**config.mk**
```make
export PLATFORM = sky130hd
export DESIGN_NAME = rcrb_radio_config_register_bank
export DESIGN_NICKNAME = d
export VERILOG_FILES = /design/src/verilog/rcrb_radio_config_register_bank.v
export VERILOG_INCLUDE_DIRS = /design/src /design/src/verilog
export SDC_FILE = /design/constraint.sdc
export NUM_CORES = 1
export LEC_CHECK = 0
export BUFFER_PORTS_ARGS = -buffer_cell sky130_fd_sc_hd__buf_2
export CAP_MARGIN = 20
export CORE_MARGIN = 2
export CORE_UTILIZATION = 56
export DETAILED_ROUTE_END_ITERATION = 7
export GPL_TIMING_DRIVEN = 0
export PLACE_DENSITY = 0.79
export RECOVER_POWER = 50
export SLEW_MARGIN = 20
export SYNTH_ARGS = -nofsm -noshare
export SYNTH_HDL_FRONTEND = slang
export SYNTH_SLANG_ARGS = --single-unit
```
**constraint.sdc**
```tcl
create_clock -name clk -period 5.38 [get_ports clk]
set_input_delay 1.076 -clock clk [delete_from_list [all_inputs] [get_ports clk]]
set_output_delay 1.076 -clock clk [all_outputs]
set_load 0.005 [all_outputs]
```
**src/verilog/rcrb_defs.vh**
```
// register offsets, field positions, reset values, commands and timing of the config bank
`ifndef RCRB_DEFS_VH
`define RCRB_DEFS_VH

// ----------------------------------------------------------------
// register offsets
// ----------------------------------------------------------------
`define RCRB_OFS_CONFIG 5'h00
`define RCRB_OFS_AUTO_ACK 5'h01
`define RCRB_OFS_RX_PIPES 5'h02
`define RCRB_OFS_ADDR_WIDTH 5'h03
`define RCRB_OFS_RETRANSMIT 5'h04
`define RCRB_OFS_STATUS 5'h07

// ----------------------------------------------------------------
// field positions
// ----------------------------------------------------------------
`define RCRB_BIT_MASK_RX 6
`define RCRB_BIT_MASK_TX 5
`define RCRB_BIT_MASK_RETRY 4
`define RCRB_BIT_CRC_EN 3
`define RCRB_BIT_CRC_LEN 2
`define RCRB_BIT_PWR 1
`define RCRB_BIT_PRIMARY_RECEIVER_SELECT 0
`define RCRB_BIT_RX_READY 6
`define RCRB_BIT_TX_DONE 5
`define RCRB_BIT_RETRY_LIMIT 4

// ----------------------------------------------------------------
// reset values
// ----------------------------------------------------------------
`define RCRB_RST_CONFIG 7'h08
`define RCRB_RST_AUTO_ACK 6'h3F
`define RCRB_RST_RX_PIPES 6'h03
`define RCRB_RST_ADDR_WIDTH 2'h3
`define RCRB_RST_RETR_DELAY 4'h0
`define RCRB_RST_RETR_COUNT 4'h3

// ----------------------------------------------------------------
// spi commands
// ----------------------------------------------------------------
`define RCRB_CMD_READ 3'h0
`define RCRB_CMD_WRITE 3'h1
`define RCRB_CMD_NOP 8'hFF

// ----------------------------------------------------------------
// timing
// ----------------------------------------------------------------
`define RCRB_CLK_PERIOD_NS 5
`define RCRB_RETR_STEP_US 250
`define RCRB_RETR_STEP_CYCLES (`RCRB_RETR_STEP_US * 1000 / `RCRB_CLK_PERIOD_NS)

`endif

```
**src/verilog/rcrb_radio_config_register_bank.v**
```verilog
// spi-accessed configuration register bank, offsets 0x00 to 0x04 plus event flags
`timescale 1ns/1ps
`include "rcrb_defs.vh"

// Contract
// undefined bit positions of every register read back as zero.
// bit 6 set keeps receive-ready flag off the interrupt pin; reset 0.
// bit 5 set keeps transmit-done flag off the interrupt pin; reset 0.
// bit 4 set keeps retry-limit flag off the interrupt pin; reset 0.
// crc enable resets 1, reads and acts 1 when any auto-ack bit set.
// bit 2 picks crc length: 0 one byte, 1 two bytes; reset 0.
// bit 1 powers up when 1, power down when 0; reset 0.
// bit 0 selects primary receiver when 1, transmitter when 0; reset 0.
// register 0x01 bits 5:0 enable auto-ack per pipe; all reset to 1.
// host should clear auto-ack enables to talk to older transceivers.
// register 0x02 bits 5:0 enable pipes; pipes 0,1 on, others off at reset.
// address width code 01=3, 10=4, 11=5 bytes; reset 11; 00 illegal.
// shorter address widths use only the least significant address bytes.
// register 0x04 upper nibble sets retransmit delay; code 0 waits 250 us.
// host writes zero to every reserved bit.
// each delay code step adds 250 us, up to 4000 us at code 15.
// interrupt pin low while any unmasked flag set; writing 1 clears flag.
// host writes configuration only in standby or power down.
// all fields take their reset values at power-on before any access.
module rcrb_radio_config_register_bank #(
    parameter RETR_STEP_CYCLES = `RCRB_RETR_STEP_CYCLES
) (
    input wire clk, // 200 MHz system clock
    input wire nrst, // async reset, active low
    input wire spi_csn_n, // spi chip select from host, active low
    input wire spi_sck, // spi clock from host
    input wire spi_mosi, // spi data from host
    output wire spi_miso, // spi data to host
    output wire spi_miso_oe_n, // miso output enable, low while driving
    output wire irq_n, // interrupt pin, active low
    input wire rx_ready_set, // pulse: new payload received
    input wire tx_done_set, // pulse: packet sent
    input wire retry_limit_set, // pulse: retries exhausted
    input wire [2:0] rx_pipe_number, // pipe of the payload at fifo head
    input wire tx_fifo_full, // transmit fifo full
    output wire crc_enable, // effective crc enable
    output wire checksum_length_select, // 0 one byte, 1 two bytes
    output wire power_on_select, // 1 powered up
    output wire primary_receiver_select, // 1 primary receiver
    output wire [5:0] auto_ack_pipe_enables, // per-pipe auto ack
    output wire [5:0] receive_pipe_enables, // per-pipe receive enable
    output wire [1:0] address_length_code, // address width code
    output reg [4:0] address_byte_mask, // bytes of stored address in use, lsb first
    output wire [3:0] retransmit_delay_code, // retransmit delay code
    output wire [3:0] retransmit_count, // retransmit count limit
    output reg [19:0] retransmit_delay_cycles // clk cycles of retransmit wait
);

// ----------------------------------------------------------------
// transaction states
// ----------------------------------------------------------------
localparam [3:0] ST_CMD = 4'h1;
localparam [3:0] ST_READ = 4'h2;
localparam [3:0] ST_WRITE = 4'h4;
localparam [3:0] ST_IGNORE = 4'h8;

// ----------------------------------------------------------------
// pin synchronisers
// ----------------------------------------------------------------
reg [1:0] csn_sync_ff;
reg [1:0] sck_sync_ff;
reg [1:0] mosi_sync_ff;
reg csn_dly_ff;
reg sck_dly_ff;

always @(posedge clk or negedge nrst) begin
    if (!nrst) begin
        csn_sync_ff <= 2'h3;
        sck_sync_ff <= 2'h0;
        mosi_sync_ff <= 2'h0;
        csn_dly_ff <= 1'b1;
        sck_dly_ff <= 1'b0;
    end else begin
        csn_sync_ff <= {csn_sync_ff[0], spi_csn_n};
        sck_sync_ff <= {sck_sync_ff[0], spi_sck};
        mosi_sync_ff <= {mosi_sync_ff[0], spi_mosi};
        csn_dly_ff <= csn_sync_ff[1];
        sck_dly_ff <= sck_sync_ff[1];
    end
end

wire csn_n_s = csn_sync_ff[1];
wire frame_start = csn_dly_ff & ~csn_n_s;
wire sck_rise = ~csn_n_s & sck_sync_ff[1] & ~sck_dly_ff;
wire sck_fall = ~csn_n_s & ~sck_sync_ff[1] & sck_dly_ff;

// ----------------------------------------------------------------
// registers
// ----------------------------------------------------------------
reg [6:0] config_ff;
reg [5:0] auto_ack_ff;
reg [5:0] rx_pipes_ff;
reg [1:0] addr_width_ff;
reg [3:0] retr_delay_ff;
reg [3:0] retr_count_ff;
reg rx_ready_ff;
reg tx_done_ff;
reg retry_limit_ff;
reg irq_n_ff;

// ----------------------------------------------------------------
// spi shifter state
// ----------------------------------------------------------------
reg [3:0] state_ff;
reg [3:0] nxt_state;
reg [2:0] bit_cnt_ff;
reg [7:0] rx_sh_ff;
reg [7:0] tx_sh_ff;
reg [4:0] addr_ff;
reg reload_ff;

wire [7:0] rx_byte = {rx_sh_ff[6:0], mosi_sync_ff[1]};
wire byte_done = sck_rise & (bit_cnt_ff == 3'h7);

wire crc_forced = config_ff[`RCRB_BIT_CRC_EN] | (|auto_ack_ff);
wire [7:0] status_byte = {1'b0, rx_ready_ff, tx_done_ff, retry_limit_ff,
                          rx_pipe_number, tx_fifo_full};

// read mux: only defined fields appear, all else zero
reg [7:0] rd_data;
always @* begin
    rd_data = 8'h00;
    case (addr_ff)
        `RCRB_OFS_CONFIG: rd_data = {1'b0, config_ff[6:4], crc_forced, config_ff[2:0]};
        `RCRB_OFS_AUTO_ACK: rd_data = {2'h0, auto_ack_ff};
        `RCRB_OFS_RX_PIPES: rd_data = {2'h0, rx_pipes_ff};
        `RCRB_OFS_ADDR_WIDTH: rd_data = {6'h00, addr_width_ff};
        `RCRB_OFS_RETRANSMIT: rd_data = {retr_delay_ff, retr_count_ff};
        `RCRB_OFS_STATUS: rd_data = status_byte;
        default: rd_data = 8'h00;
    endcase
end

// ----------------------------------------------------------------
// command decode
// ----------------------------------------------------------------
// 000aaaaa reads, 001aaaaa writes, anything else only answers zeros
always @* begin
    nxt_state = state_ff;
    if (byte_done) begin
        case (state_ff)
            ST_CMD: begin
                if (rx_byte[7:5] == `RCRB_CMD_READ)
                    nxt_state = ST_READ;
                else if (rx_byte[7:5] == `RCRB_CMD_WRITE)
                    nxt_state = ST_WRITE;
                else
                    nxt_state = ST_IGNORE;
            end
            ST_READ: nxt_state = ST_IGNORE;
            ST_WRITE: nxt_state = ST_IGNORE;
            ST_IGNORE: nxt_state = ST_IGNORE;
            default: nxt_state = ST_IGNORE;
        endcase
    end
end

wire wr_commit = byte_done & (state_ff == ST_WRITE);

always @(posedge clk or negedge nrst) begin
    if (!nrst) begin
        state_ff <= ST_CMD;
        bit_cnt_ff <= 3'h0;
        rx_sh_ff <= 8'h00;
        tx_sh_ff <= 8'h00;
        addr_ff <= 5'h00;
        reload_ff <= 1'b0;
    end else if (csn_n_s) begin
        // a cut frame drops its partial byte; miso idles low
        state_ff <= ST_CMD;
        bit_cnt_ff <= 3'h0;
        tx_sh_ff <= 8'h00;
        reload_ff <= 1'b0;
    end else begin
        if (frame_start) begin
            // status goes out while the command byte comes in
            tx_sh_ff <= status_byte;
        end else if (sck_fall) begin
            if (reload_ff)
                tx_sh_ff <= (state_ff == ST_READ) ? rd_data : 8'h00;
            else
                tx_sh_ff <= {tx_sh_ff[6:0], 1'b0};
            reload_ff <= 1'b0;
        end
        if (sck_rise) begin
            rx_sh_ff <= rx_byte;
            bit_cnt_ff <= bit_cnt_ff + 3'h1;
        end
        if (byte_done) begin
            reload_ff <= 1'b1;
            if (state_ff == ST_CMD)
                addr_ff <= rx_byte[4:0];
        end
        state_ff <= nxt_state;
    end
end

// ----------------------------------------------------------------
// register writes and event flags
// ----------------------------------------------------------------
always @(posedge clk or negedge nrst) begin
    if (!nrst) begin
        config_ff <= `RCRB_RST_CONFIG;
        auto_ack_ff <= `RCRB_RST_AUTO_ACK;
        rx_pipes_ff <= `RCRB_RST_RX_PIPES;
        addr_width_ff <= `RCRB_RST_ADDR_WIDTH;
        retr_delay_ff <= `RCRB_RST_RETR_DELAY;
        retr_count_ff <= `RCRB_RST_RETR_COUNT;
    end else if (wr_commit) begin
        // reserved bits are simply not stored, so they cannot read back
        case (addr_ff)
            `RCRB_OFS_CONFIG: config_ff <= rx_byte[6:0];
            `RCRB_OFS_AUTO_ACK: auto_ack_ff <= rx_byte[5:0];
            `RCRB_OFS_RX_PIPES: rx_pipes_ff <= rx_byte[5:0];
            `RCRB_OFS_ADDR_WIDTH: begin
                // illegal code 00 is dropped, keeping a usable width
                if (rx_byte[1:0] != 2'h0)
                    addr_width_ff <= rx_byte[1:0];
            end
            `RCRB_OFS_RETRANSMIT: begin
                retr_delay_ff <= rx_byte[7:4];
                retr_count_ff <= rx_byte[3:0];
            end
            default: ;
        endcase
    end
end

wire clr_write = wr_commit & (addr_ff == `RCRB_OFS_STATUS);

// set wins over a simultaneous clear so no event is lost
always @(posedge clk or negedge nrst) begin
    if (!nrst) begin
        rx_ready_ff <= 1'b0;
        tx_done_ff <= 1'b0;
        retry_limit_ff <= 1'b0;
    end else begin
        rx_ready_ff <= rx_ready_set |
            (rx_ready_ff & ~(clr_write & rx_byte[`RCRB_BIT_RX_READY]));
        tx_done_ff <= tx_done_set |
            (tx_done_ff & ~(clr_write & rx_byte[`RCRB_BIT_TX_DONE]));
        retry_limit_ff <= retry_limit_set |
            (retry_limit_ff & ~(clr_write & rx_byte[`RCRB_BIT_RETRY_LIMIT]));
    end
end

// ----------------------------------------------------------------
// interrupt pin
// ----------------------------------------------------------------
always @(posedge clk or negedge nrst) begin
    if (!nrst) begin
        irq_n_ff <= 1'b1;
    end else begin
        irq_n_ff <= ~((rx_ready_ff & ~config_ff[`RCRB_BIT_MASK_RX]) |
                      (tx_done_ff & ~config_ff[`RCRB_BIT_MASK_TX]) |
                      (retry_limit_ff & ~config_ff[`RCRB_BIT_MASK_RETRY]));
    end
end

// ----------------------------------------------------------------
// derived settings
// ----------------------------------------------------------------
always @* begin
    case (addr_width_ff)
        2'h1: address_byte_mask = 5'h07;
        2'h2: address_byte_mask = 5'h0F;
        default: address_byte_mask = 5'h1F;
    endcase
end

// wait is (code + 1) steps of 250 us, measured end to start of transmission
// sixteen full steps still fit the 20-bit count, so no overflow guard
always @(posedge clk or negedge nrst) begin
    if (!nrst) begin
        retransmit_delay_cycles <= 20'h00000;
    end else begin
        retransmit_delay_cycles <= RETR_STEP_CYCLES[19:0] *
            ({16'h0000, retr_delay_ff} + 20'h00001);
    end
end

// only meaningful while spi_miso_oe_n is low
assign spi_miso = tx_sh_ff[7];
assign spi_miso_oe_n = csn_n_s;
assign irq_n = irq_n_ff;
assign crc_enable = crc_forced;
assign checksum_length_select = config_ff[`RCRB_BIT_CRC_LEN];
assign power_on_select = config_ff[`RCRB_BIT_PWR];
assign primary_receiver_select = config_ff[`RCRB_BIT_PRIMARY_RECEIVER_SELECT];
assign auto_ack_pipe_enables = auto_ack_ff;
assign receive_pipe_enables = rx_pipes_ff;
assign address_length_code = addr_width_ff;
assign retransmit_delay_code = retr_delay_ff;
assign retransmit_count = retr_count_ff;

endmodule // rcrb_radio_config_register_bank

```
==> impl_metrics.csv <==
group,metric,value,unit
status,run_status,"complete, but fails checks",
status,violations,"max-capacitance violations, max-slew violations",
hold_path,worst_hold_path_startpoint,"sck_sync_ff[0]",
floorplan,floorplan.rows,32,
synth,syn_std_cell_area,4418,sq um
grt,grt_antenna_before_repair,0,
synth,yosysWarnings,0,
power,p_per_area,261.9,nW/um^2
synth,synth_top_family_by_area,"compound AO/OA/AOI/OAI gates",
sta,post-route-min-period,4121,ps
critical_path,setup.worst_path.start_class,"flip-flop",
critical_path,worstSetupPathType,"flip-flop to flip-flop",
placement,routability_congestion,0.9072,
critical_path,cp_data_required_time,5660,ps
detailed_routing,dr.pass1.iters,4,
critical_path,cp.arrival,4400,ps
cts,h_tree_levels,3,
grt,grt_start_max_net_pins,52,
sta,timing.final.max_slew_violations,51,
critical_path,worstSetupStartpoint,"retransmit_delay_code[0]",
synth,synth-xor-area-share,0.03568,
cts,postCtsHoldBufs,0,
floorplan,die_width,92.82,microns
synth,fraction_of_registers_with_async_set_or_reset_after_synthesis,1.000,
synth,synth_cell_types,59,
grt,grt-ovfl-total,0,
finish,antenna_cells,0,
synth,synth-compound-area-share,0.1235,
detailed_routing,drt-total-wl,9544,microns
sta,max_freq,0.2427,GHz
detailed_routing,wire_per_inst,17.04,microns
detailed_routing,total_number_of_vias,3218,
finish,final_util,0.6665,
synth,synth-edff-count,0,
critical_path,regToRegStartpoint,"retransmit_delay_code[0]",
cts,worst_skew_pair.late_latency,360,ps
synth,synthFlopType,"dfrtp_1",
cts,tritoncts_num_sinks,85,
grt,first_global_vias,3126,
synth,synth.yosys.seq_area_share,0.4865,
synth,synthDominantCellAreaShare,0.3795,
cts,tritoncts.num_buffers,9,
floorplan,num_io_pins,66,
floorplan,design.die.area,8616,sq um
synth,synthesis.area_per_instance,11.72,sq um
cts,post_cts.repair.setup_buffers,0,
floorplan,dieHeight,92.82,microns
sta,setup_total_negative_slack,0,ps
grt,grt.total_usage,0.2342,
synth,adder_and_majority_gate_portion_of_the_synthesized_area,0.09233,
synth,synth_seq_cells,85,
sta,worst-slew-pin-transition,2704,ps
finish,number_of_nets_in_the_final_layout,497,
detailed_routing,detail_route.iter0.violations,198,
sta,fin_skew,8.536,ps
detailed_routing,drt_drc_violations_left,0,
cts,clock_tree.buffer_depth,2,
synth,yosys.area_share.simple,0.1105,
finish,fill_cells,611,
synth,synth_area_leader_cell,"dfrtp_1",
critical_path,setup.worst_path.end_class,"flip-flop",
critical_path,critical_path_peak_fanout,9,
placement,post-dp-hpwl,6977,microns
sta,finalCritPeriodShare,0.7660,
placement,port_buffers,58,
finish,most_common_cell_after_layout_fill_and_taps_aside,"dfrtp_1",
power,ir_drop,0.2008,mV
finish,syn_to_final_growth,15.97,%
sta,setup_viol,0,
finish,most_frequent_cells_in_the_layout,"dfrtp_1, buf_2, ha_1, mux2_2, nand2_1",
sta,timing.max_slew.rel_slack,-0.8026,
synth,netlist_top_cells_area,"dfrtp_1, dfstp_2, ha_1",
finish,layout-drive-gt1-share,0.3079,
cts,ctsRootBufferMaster,"clkbuf_8",
detailed_routing,antenna_violating_nets_post_route,0,
synth,synth_mux_area_frac,0.1088,
run,max-cap-violations,1,
sta,setup_repair_after_global_routing_missed_its_margin,"false",
cts,cts-resized-gates,0,
cts,cts_tree,"yes",
cts,clock_pin_slew_worst_setup_and_hold_paths,80,ps
hold_path,class_of_the_worst_hold_path,"flip-flop to flip-flop",
sta,hold_viol_final,0,
power,finalPower,1.342,mW
floorplan,core_area,7687,sq um
grt,grt_pass1_wl,15700,microns
power,static-leakage-power,2.536,nW
synth,post_synth_inst_count,377,
detailed_routing,vias_per_cell,5.746,
floorplan,initial_core_util,0.5747,
## layer usage
| metal | GRT usage | vias up | part of all wire |
|---|---|---|---|
| li1 | - | 1522 | - |
| met1 | 0.3450 | 1572 | 0.45 |
| met2 | 0.3484 | 110 | 0.47 |
| met3 | 0.03906 | 14 | 0.059 |
| met4 | 0.08946 | 0 | 0.017 |
| met5 | 0 | - | 0 |
## final timing paths
path,slack (ps),to,depth (start not counted)
min in group asynchronous,1560,retransmit_delay_cycles[10],1
max in group asynchronous,2280,retransmit_delay_code[3],1
max,1260,retransmit_delay_cycles[19],12
min,360,sck_sync_ff[1],0
min reg2reg,360,sck_sync_ff[1],0
max reg2reg,1260,retransmit_delay_cycles[19],12
## report_power, final
| part | switching (mW) | internal, mW |
|---|---|---|
| Sequential | 0.0440 | 0.669 |
| Combinational | 0.0406 | 0.0353 |
| Clock | 0.233 | 0.320 |
## cell families (layout without fill, tap and decap cells)
group	count (synthesis)	count (layout)
adders and majority gates	32	32
buffers and inverters	39	114
AOI/OAI and AO/OA	73	73
and+or+nand+nor	87	87
DFF	85	85
muxes	41	41
other	2	8
xor gates and xnor gates	18	18
## cell type report
| cell class | instances | area (sq um) | share of cell area |
|---|---|---|---|
| Multi-Input combinational cell | 259 | 2110 | 0.4117 |
| Clock buffer | 10 | 137.6 | 0.02686 |
| Clock inverter | 6 | 110.1 | 0.02149 |
| Inverter | 20 | 75.07 | 0.01465 |
| Tap cell | 102 | 127.6 | 0.02491 |
| Sequential cell | 85 | 2150 | 0.4195 |
| Timing Repair Buffer | 59 | 309.0 | 0.06032 |
| Buffer | 19 | 105.1 | 0.02051 |
## per-stage QoR
stage	std cells	worst slack, ps	instance area [sq um]	hold slack (ps)
CTS	560	1267	5129	361.8
finish	560	1259	5124	358.0
floorplan	383	1804	4441	331.2
detailed placement	544	1260	4881	341.2
global route	560	1000	5124	366.5
global placement	543	1303	4858	333.6
## flip-flops by register name (all words and copies together), names as in the netlist, 3 cells and up
| name | count |
|---|---|
| rx_sh_ff | 7 |
| retransmit_count | 4 |
| addr_ff | 5 |
| retransmit_delay_cycles | 16 |
| bit_cnt_ff | 3 |
| receive_pipe_enables | 6 |
| state_ff | 4 |
| tx_sh_ff | 8 |
| config_ff | 7 |
| auto_ack_pipe_enables | 6 |
| retransmit_delay_code | 4 |
## cells in the mapped netlist, types with 8 or more instances
master    n
dfrtp_1  67
ha_1     31
mux2_2   30
nand2_1  25
inv_1    20
dfstp_2  18
xnor2_1  12
a21oi_1  10
nor2_1   10
a21o_1    9
nor2b_1   9
nor3_1    9
o21ai_0   9
a22o_1    8
buf_4     8
## worst max-delay path, stage by stage (launching register included)
cell and delay [ps]:
dfrtp_1 580, ha_1 250, xor2_1 520, ha_1 270
xnor2_1 170, ha_1 280, ha_1 270, ha_1 340
a21o_1 200, a221oi_1 540, nand4_1 220, a41oi_1 280
xnor2_1 140
Note: power is estimated with default switching activity, not from simulation.
